--- config.mk ---
export PLATFORM = sky130hd
export DESIGN_NAME = csf_status_flags
export DESIGN_NICKNAME = d
export VERILOG_FILES = /design/src/csf_pkg.sv /design/src/csf_arith_unit.sv /design/src/csf_status_flags.sv
export SDC_FILE = /design/constraint.sdc
export NUM_CORES = 1
export LEC_CHECK = 0
export BUFFER_PORTS_ARGS = -buffer_cell sky130_fd_sc_hd__clkbuf_2
export CAP_MARGIN = 25
export CORE_ASPECT_RATIO = 1.75
export CORE_MARGIN = 2
export CORE_UTILIZATION = 60
export DETAILED_ROUTE_END_ITERATION = 10
export PLACE_DENSITY = 0.85
export SETUP_SLACK_MARGIN = 0.1
export SKIP_CTS_REPAIR_TIMING = 1
export SYNTH_ARGS = -nofsm -noshare
export SYNTH_HDL_FRONTEND = slang
export SYNTH_HIERARCHICAL = 1
export SYNTH_SLANG_ARGS = --single-unit
--- constraint.sdc ---
create_clock -name SYS_CLK_I -period 33.4 [get_ports SYS_CLK_I]
set_input_delay 6.68 -clock SYS_CLK_I [delete_from_list [all_inputs] [get_ports SYS_CLK_I]]
set_output_delay 6.68 -clock SYS_CLK_I [all_outputs]
set_load 0.01 [all_outputs]
--- src/csf_pkg.sv ---
// Constants and types shared by the status-flag and auxiliary-operand block.
// Assumes a single core clock domain and an 8-bit special-function bus.

package csf_pkg;

   // ==========================================================================
   // Data widths
   // ==========================================================================
   localparam int          CSF_DATA_W      = 8;
   localparam int          CSF_BANK_W      = 2;
   localparam int          CSF_REGNUM_W    = 3;
   localparam int          CSF_REGADDR_W   = CSF_BANK_W + CSF_REGNUM_W;
   localparam int          CSF_BITSEL_W    = 3;

   // ==========================================================================
   // Special-function addresses
   // ==========================================================================
   localparam logic [7:0]  CSF_ADDR_STATUS = 8'hD0;
   localparam logic [7:0]  CSF_ADDR_EXTRA  = 8'hF0;

   // ==========================================================================
   // Field positions of the program status word
   // ==========================================================================
   localparam int          CSF_POS_CARRY   = 7;
   localparam int          CSF_POS_AUX     = 6;
   localparam int          CSF_POS_UF0     = 5;
   localparam int          CSF_POS_BANK_HI = 4;
   localparam int          CSF_POS_BANK_LO = 3;
   localparam int          CSF_POS_EXCESS  = 2;
   localparam int          CSF_POS_UF1     = 1;
   localparam int          CSF_POS_PARITY  = 0;

   // ==========================================================================
   // Reset values and fixed figures
   // ==========================================================================
   localparam logic [7:0]  CSF_RST_STATUS  = 8'h00;
   localparam logic [7:0]  CSF_RST_EXTRA   = 8'h00;
   localparam logic [7:0]  CSF_RDATA_IDLE  = 8'h00;
   localparam logic [7:0]  CSF_BYTE_MAX    = 8'hFF;
   localparam logic [7:0]  CSF_ZERO_BYTE   = 8'h00;

   // ==========================================================================
   // Arithmetic operations presented by the core datapath
   // ==========================================================================
   typedef enum logic [2:0] {
      CSF_OP_NONE,
      CSF_OP_ADD,
      CSF_OP_ADDC,
      CSF_OP_SUBB,
      CSF_OP_MUL,
      CSF_OP_DIV
   } csf_op_type;

   // ==========================================================================
   // Complete state of the top module
   // ==========================================================================
   typedef struct packed {
      logic [7:0] extra;
      logic       carry;
      logic       aux;
      logic       uf0;
      logic [1:0] bank;
      logic       excess;
      logic       uf1;
      logic       parity;
      logic [7:0] rdata;
      logic [7:0] result;
      logic       result_vld;
      logic [4:0] reg_addr;
   } csf_state_type;

endpackage

--- src/csf_arith_unit.sv ---
// Combinational arithmetic unit: result bytes and flag outcomes per operation.
// Assumes the caller registers every output and applies the flags only when
// an operation is presented.

`timescale 1ns/1ps
`default_nettype none

module csf_arith_unit
   import csf_pkg::*;
(
   input  wire csf_pkg::csf_op_type op_i,
   input  wire logic [7:0]          acc_i,
   input  wire logic [7:0]          operand_i,
   input  wire logic [7:0]          extra_i,
   input  wire logic                carry_i,
   output logic [7:0]               res_lo_o,
   output logic [7:0]               res_hi_o,
   output logic                     res_hi_we_o,
   output logic                     carry_o,
   output logic                     aux_o,
   output logic                     excess_o
);

   logic [8:0]  sum9;
   logic [4:0]  nib5;
   logic [15:0] prod;
   logic        cin;

   // ==========================================================================
   // Operation decode
   // ==========================================================================
   always_comb begin
      cin         = 1'b0;
      sum9        = '0;
      nib5        = '0;
      prod        = '0;
      res_lo_o    = CSF_ZERO_BYTE;
      res_hi_o    = CSF_ZERO_BYTE;
      res_hi_we_o = 1'b0;
      carry_o     = 1'b0;
      aux_o       = 1'b0;
      excess_o    = 1'b0;
      unique case (op_i)
         CSF_OP_ADD, CSF_OP_ADDC: begin
            cin      = (op_i == CSF_OP_ADDC) ? carry_i : 1'b0;
            sum9     = {1'b0, acc_i} + {1'b0, operand_i} + {8'h00, cin};
            nib5     = {1'b0, acc_i[3:0]} + {1'b0, operand_i[3:0]} + {4'h0, cin};
            res_lo_o = sum9[7:0];
            carry_o  = sum9[8];
            aux_o    = nib5[4];
            excess_o = (acc_i[7] == operand_i[7]) && (sum9[7] != acc_i[7]);
         end
         CSF_OP_SUBB: begin
            sum9     = {1'b0, acc_i} - {1'b0, operand_i} - {8'h00, carry_i};
            nib5     = {1'b0, acc_i[3:0]} - {1'b0, operand_i[3:0]} - {4'h0, carry_i};
            res_lo_o = sum9[7:0];
            carry_o  = sum9[8];
            aux_o    = nib5[4];
            excess_o = (acc_i[7] != operand_i[7]) && (sum9[7] != acc_i[7]);
         end
         CSF_OP_MUL: begin
            prod        = {8'h00, acc_i} * {8'h00, extra_i};
            res_lo_o    = prod[7:0];
            res_hi_o    = prod[15:8];
            res_hi_we_o = 1'b1;
            excess_o    = (prod > {8'h00, CSF_BYTE_MAX});
         end
         CSF_OP_DIV: begin
            if (extra_i == CSF_ZERO_BYTE) begin
               excess_o = 1'b1;
            end else begin
               res_lo_o    = acc_i / extra_i;
               res_hi_o    = acc_i % extra_i;
               res_hi_we_o = 1'b1;
            end
         end
         default: begin
            res_lo_o = CSF_ZERO_BYTE;
         end
      endcase
   end

endmodule

`default_nettype wire

--- src/csf_status_flags.sv ---
// Program status word and auxiliary operand register of the core.
// Assumes a synchronous special-function bus from the core and an
// accumulator value presented every cycle by the core's register file.
//
// How it works
// - Operand register at 0xF0 is 8-bit read/write, bit-addressable and resets to zero.
// - The status word at 0xD0 is always reachable, bit-addressable and resets to zero.
// - Bit 7 is set by an add carry or a subtract borrow and cleared by other arithmetic.
// - Bit 6 is set by a carry or borrow out of the low nibble and cleared by other arithmetic.
// - Status bits 5 and 1 are software flags that hardware never alters.
// - Bits 4:3 select the working bank at data address 0x00, 0x08, 0x10 or 0x18 onward.
// - Status bit 2 is set by a signed overflow of add, add with carry or subtract with borrow.
// - Status bit 2 is set when a multiply yields a product above 255.
// - Status bit 2 is set when a divide is attempted with a zero divisor.
// - Those five operations clear status bit 2 when their overflow condition is absent.
// - Status bit 0 is read-only and shows odd parity of the accumulator.
// - Each bank holds eight byte registers numbered zero to seven.
// - Parity is taken over the main accumulator.

`timescale 1ns/1ps
`default_nettype none

module csf_status_flags
   import csf_pkg::*;
(
   input  wire logic                SYS_CLK_I,
   input  wire logic                SYS_RST_I,
   // Special-function register access.
   input  wire logic [7:0]          SFR_ADDR_I,
   input  wire logic                SFR_WR_I,
   input  wire logic [7:0]          SFR_WDATA_I,
   input  wire logic                SFR_RD_I,
   input  wire logic                SFR_BIT_WR_I,
   input  wire logic [2:0]          SFR_BIT_SEL_I,
   input  wire logic                SFR_BIT_VAL_I,
   output logic [7:0]               SFR_RDATA_O,
   // Arithmetic datapath.
   input  wire csf_pkg::csf_op_type ARITH_OP_I,
   input  wire logic [7:0]          ACC_I,
   input  wire logic [7:0]          OPERAND_I,
   output logic [7:0]               ARITH_RESULT_O,
   output logic                     ARITH_RESULT_VLD_O,
   // Working-register addressing.
   input  wire logic [2:0]          REG_NUM_I,
   output logic [4:0]               REG_ADDR_O,
   // Live views of the state.
   output logic [7:0]               PROGRAM_STATUS_O,
   output logic [7:0]               EXTRA_OPERAND_O,
   output logic [1:0]               BANK_SELECT_O,
   output logic                     CARRY_FLAG_O
);

   import csf_pkg::*;

   // ==========================================================================
   // State and helper signals
   // ==========================================================================
   csf_state_type state_ff;
   csf_state_type nxt_state;

   logic [7:0] au_res_lo;
   logic [7:0] au_res_hi;
   logic       au_res_hi_we;
   logic       au_carry;
   logic       au_aux;
   logic       au_excess;
   logic [7:0] status_view;
   logic       hit_status;
   logic       hit_extra;
   logic       arith_active;

   // ==========================================================================
   // Arithmetic unit
   // ==========================================================================
   csf_arith_unit u_arith (
      .op_i        (ARITH_OP_I),
      .acc_i       (ACC_I),
      .operand_i   (OPERAND_I),
      .extra_i     (state_ff.extra),
      .carry_i     (state_ff.carry),
      .res_lo_o    (au_res_lo),
      .res_hi_o    (au_res_hi),
      .res_hi_we_o (au_res_hi_we),
      .carry_o     (au_carry),
      .aux_o       (au_aux),
      .excess_o    (au_excess)
   );

   // ==========================================================================
   // Address decode and assembled status word
   // ==========================================================================
   always_comb begin
      hit_status   = (SFR_ADDR_I == CSF_ADDR_STATUS);
      hit_extra    = (SFR_ADDR_I == CSF_ADDR_EXTRA);
      arith_active = (ARITH_OP_I != CSF_OP_NONE);
      status_view                  = CSF_RST_STATUS;
      status_view[CSF_POS_CARRY]   = state_ff.carry;
      status_view[CSF_POS_AUX]     = state_ff.aux;
      status_view[CSF_POS_UF0]     = state_ff.uf0;
      status_view[CSF_POS_BANK_HI] = state_ff.bank[1];
      status_view[CSF_POS_BANK_LO] = state_ff.bank[0];
      status_view[CSF_POS_EXCESS]  = state_ff.excess;
      status_view[CSF_POS_UF1]     = state_ff.uf1;
      status_view[CSF_POS_PARITY]  = state_ff.parity;
   end

   // ==========================================================================
   // Next-state logic
   // ==========================================================================
   // Software writes are applied first; a flag that the datapath updates in
   // the same cycle takes the datapath value, so no arithmetic event is lost.
   always_comb begin
      nxt_state = state_ff;

      // Byte write to the status word; the parity position is dropped.
      if (SFR_WR_I && hit_status) begin
         nxt_state.carry  = SFR_WDATA_I[CSF_POS_CARRY];
         nxt_state.aux    = SFR_WDATA_I[CSF_POS_AUX];
         nxt_state.uf0    = SFR_WDATA_I[CSF_POS_UF0];
         nxt_state.bank   = SFR_WDATA_I[CSF_POS_BANK_HI:CSF_POS_BANK_LO];
         nxt_state.excess = SFR_WDATA_I[CSF_POS_EXCESS];
         nxt_state.uf1    = SFR_WDATA_I[CSF_POS_UF1];
      end

      // Byte write to the operand register.
      if (SFR_WR_I && hit_extra) begin
         nxt_state.extra = SFR_WDATA_I;
      end

      // Single-bit writes to either bit-addressable register.
      if (SFR_BIT_WR_I && hit_status) begin
         unique case (int'(SFR_BIT_SEL_I))
            CSF_POS_CARRY:   nxt_state.carry   = SFR_BIT_VAL_I;
            CSF_POS_AUX:     nxt_state.aux     = SFR_BIT_VAL_I;
            CSF_POS_UF0:     nxt_state.uf0     = SFR_BIT_VAL_I;
            CSF_POS_BANK_HI: nxt_state.bank[1] = SFR_BIT_VAL_I;
            CSF_POS_BANK_LO: nxt_state.bank[0] = SFR_BIT_VAL_I;
            CSF_POS_EXCESS:  nxt_state.excess  = SFR_BIT_VAL_I;
            CSF_POS_UF1:     nxt_state.uf1     = SFR_BIT_VAL_I;
            default: begin
               nxt_state.parity = state_ff.parity;
            end
         endcase
      end
      if (SFR_BIT_WR_I && hit_extra) begin
         nxt_state.extra[SFR_BIT_SEL_I] = SFR_BIT_VAL_I;
      end

      // Datapath flag updates; the user flags are never touched here.
      if (arith_active) begin
         nxt_state.carry  = au_carry;
         nxt_state.aux    = au_aux;
         nxt_state.excess = au_excess;
         if (au_res_hi_we) begin
            nxt_state.extra = au_res_hi;
         end
      end
      nxt_state.result     = arith_active ? au_res_lo : state_ff.result;
      nxt_state.result_vld = arith_active;

      // Parity follows the accumulator every cycle.
      nxt_state.parity = ^ACC_I;

      // Bank base plus register number gives the data address.
      nxt_state.reg_addr = {nxt_state.bank, REG_NUM_I};

      // Registered read data; unmapped addresses read as zero.
      nxt_state.rdata = CSF_RDATA_IDLE;
      if (SFR_RD_I) begin
         if (hit_status) begin
            nxt_state.rdata = status_view;
         end else if (hit_extra) begin
            nxt_state.rdata = state_ff.extra;
         end
      end
   end

   // ==========================================================================
   // State register
   // ==========================================================================
   always_ff @(posedge SYS_CLK_I or posedge SYS_RST_I) begin
      if (SYS_RST_I) begin
         state_ff.extra      <= CSF_RST_EXTRA;
         state_ff.carry      <= CSF_RST_STATUS[CSF_POS_CARRY];
         state_ff.aux        <= CSF_RST_STATUS[CSF_POS_AUX];
         state_ff.uf0        <= CSF_RST_STATUS[CSF_POS_UF0];
         state_ff.bank       <= CSF_RST_STATUS[CSF_POS_BANK_HI:CSF_POS_BANK_LO];
         state_ff.excess     <= CSF_RST_STATUS[CSF_POS_EXCESS];
         state_ff.uf1        <= CSF_RST_STATUS[CSF_POS_UF1];
         state_ff.parity     <= CSF_RST_STATUS[CSF_POS_PARITY];
         state_ff.rdata      <= CSF_RDATA_IDLE;
         state_ff.result     <= CSF_ZERO_BYTE;
         state_ff.result_vld <= 1'b0;
         state_ff.reg_addr   <= '0;
      end else begin
         state_ff <= nxt_state;
      end
   end

   // ==========================================================================
   // Outputs
   // ==========================================================================
   always_comb begin
      SFR_RDATA_O        = state_ff.rdata;
      ARITH_RESULT_O     = state_ff.result;
      ARITH_RESULT_VLD_O = state_ff.result_vld;
      REG_ADDR_O         = state_ff.reg_addr;
      PROGRAM_STATUS_O   = status_view;
      EXTRA_OPERAND_O    = state_ff.extra;
      BANK_SELECT_O      = state_ff.bank;
      CARRY_FLAG_O       = state_ff.carry;
   end

endmodule

`default_nettype wire

==> impl_metrics.tcl <==
set metrics [dict create \
    die_height_um 148 \
    regArea_um2 901 \
    viasPerCell 6.61 \
    routed_wl_mm 23.3 \
    synth_enable_flop_cells 0 \
    tritoncts "built" \
    core.rowCount 52 \
    max-slew-margin-rel_pct 36.9 \
    grt_pass1_vias 7389 \
    setup_viol 0 \
    drt.antenna.violating_nets 0 \
    drtIter0Drc 469 \
    cts.sinks 36 \
    worstMarginPinSlew_ps 946 \
    synth_nets 1065 \
    boundaryPins 88 \
    synth_ff_type "dfrtp_1" \
    rsz0062_at_grt "false" \
    critPathKind "input port to flip-flop" \
    area_growth_pct 8.65 \
    dpl.hpwl_mm 18.1 \
    cp_common_cell "ha_1" \
    core_area_um2 11600 \
    async_reset_ff_share_pct 100 \
    die-area_um2 12800 \
    gp_congestion 1.04 \
    grt_use_total_pct 36.7 \
    status "complete, no violations" \
    numCtsBuffers 5 \
    cp.arrival_ps 18880 \
    initial_core_util_pct 61.5 \
    worst_setup_path_start_kind "input port" \
    max_freq_ghz 0.0535 \
    clk_latency_ps 290 \
    drv_cap 0 \
    multi_input_area_um2 5630 \
    io_buffers 87 \
    synthTopCellsByArea "ha_1 (17%), dfrtp_1 (13%), fa_1 (12%)" \
    diodes 0 \
    routedWlPerCell_um 21.4 \
    yosysTopAreaCellShare_pct 17.2 \
    gr-total-overflow 0 \
    cts_root_buf "clkbuf_16" \
    seq_area_frac_synth_pct 12.7 \
    ys_seq_elements 36 \
    critPathMaxStageDelay_ps 770 \
    worst_hold_path_type "flip-flop to flip-flop" \
    crit_required_ps 33590 \
    grt_pass1_wl_mm 36.5 \
    slowest_stage "a21oi_1" \
    n_fill_cell 992 \
    finalHoldViolCount 0 \
    yosys_warnings 6 \
    synth_area_um2 7120 \
    period_minus_slack_ps 18680 \
    path_clk_slew_ps 70 \
    dr.pass1.iters 7 \
    cts_buffer_depth 2 \
    antenna_found_initial 0 \
    maxSlewViolCount 0 \
    synth_cells 879 \
    remaining_drc_errors 0 \
    layout-drive-gt1-share_pct 15.3 \
    avgSynthCellArea_um2 8.10 \
    cp_max_fo 13 \
    grt_max_degree 37 \
    layout.nets 1135 \
    synth_common_cells "nand2_1 (108), inv_1 (102), ha_1 (98)" \
    yosys.cell_types.count 92 \
    yosys.area.top_type "ha_1" \
    finClkSkew_ps 11.6 \
    htreeDepth 2 \
    num_vias 7177 \
    tns_ps 0 \
    worstSetupEndpointType "flip-flop" \
    period_share_pct 55.9 \
    yosys.cell_count.top_type "nand2_1" \
    die_x_um 86.3 \
]
[worst paths after layout]
check / from / end / slack [ps] / cells past startpoint
min in group asynchronous: SYS_RST_I / ARITH_RESULT_O[0] / 6500 / 3
max reg2reg: EXTRA_OPERAND_O[6] / EXTRA_OPERAND_O[7] / 19780 / 50
min reg2reg: ARITH_RESULT_O[0] / ARITH_RESULT_O[0] / 470 / 2
max: ACC_I[7] / EXTRA_OPERAND_O[7] / 14720 / 48
max in group asynchronous: SYS_RST_I / SFR_RDATA_O[2] / 26550 / 3
min: ARITH_RESULT_O[0] / ARITH_RESULT_O[0] / 470 / 2
[cells by family (layout without fill, tap and decap cells)]
| kind of cell | count (synthesis) | count (layout) | share of synthesized area [%] |
|---|---|---|---|
| multiplexers | 14 | 14 | 2.04 |
| adder cells (fa/ha/maj) | 139 | 139 | 28.8 |
| XOR/XNOR | 44 | 44 | 5.41 |
| AND/OR/NAND/NOR | 326 | 326 | 23.3 |
| flip-flops | 36 | 36 | 12.7 |
| buffers and inverters | 134 | 205 | 8.31 |
| AO/OA/AOI/OAI | 186 | 186 | 19.6 |
[placed cells by master (no fill, tap or decap), types with 7 or more instances in the layout]
| cell | n |
|---|---|
| fa_1 | 41 |
| nand4_1 | 8 |
| ha_1 | 98 |
| nand2b_1 | 15 |
| a21oi_1 | 33 |
| nand3_1 | 13 |
| nand2_1 | 108 |
| o21a_1 | 13 |
| a221o_1 | 7 |
| nor3_1 | 25 |
| clkbuf_2 | 87 |
| a22oi_1 | 8 |
| o21ai_0 | 31 |
| and2_1 | 12 |
| xnor2_1 | 29 |
| mux2i_1 | 10 |
| xor2_1 | 15 |
| nor2b_1 | 14 |
| nor2_1 | 75 |
| inv_1 | 102 |
| dfrtp_1 | 36 |
| or3_1 | 8 |
| o211ai_1 | 7 |
[through the flow]
stage | utilization [%] | std cells | hold slack, ps | setup WS, ps | cell area (um2)
floorplan | - | 879 | 507 | 16460 | 7120
detailed placement | 65.3 | 1077 | 463 | 14680 | 7570
global placement | 65.3 | 1077 | 455 | 15170 | 7570
finish | 66.8 | 1085 | 473 | 14720 | 7730
CTS | 66.8 | 1085 | 475 | 14960 | 7730
global route | 66.8 | 1085 | 518 | 13870 | 7730
[final cells by class]
class / instances / area share (%)
inverters: 104 / 5.05
flip-flops and latches: 36 / 11.6
multi-input cells: 709 / 72.7
clock inverters: 3 / 0.550
well taps: 135 / 2.18
repair buffers: 93 / 6.21
clock buffers: 5 / 1.62
[state kept, by name (all words and copies together), names as in the netlist]
| signal | flops |
|---|---|
| EXTRA_OPERAND_O | 8 |
| REG_ADDR_O | 4 |
| CARRY_FLAG_O | 1 |
| BANK_SELECT_O | 1 |
| PROGRAM_STATUS_O | 5 |
| ARITH_RESULT_O | 8 |
| ARITH_RESULT_VLD_O | 1 |
| SFR_RDATA_O | 8 |
[layer usage]
layer | global-route usage, % | up-vias | routed length [um]
li1 | - | 3216 | -
met1 | 36.5 | 3427 | 7730
met2 | 64.3 | 387 | 11700
met3 | 6.83 | 147 | 1520
met4 | 30.4 | 0 | 2290
met5 | 0 | - | 0
[critical path, delay by kind of cell]
| family | cells | cell delay, ps |
|---|---|---|
| fa+ha+maj | 8 | 2670 |
| simple gates | 12 | 2180 |
| buf+inv | 2 | 270 |
| compound gates | 24 | 6410 |
| mux | 2 | 630 |
Power is left out: the tool's default activity adds up to more than one toggle a clock period on the data nets, which glitch-free logic cannot reach.
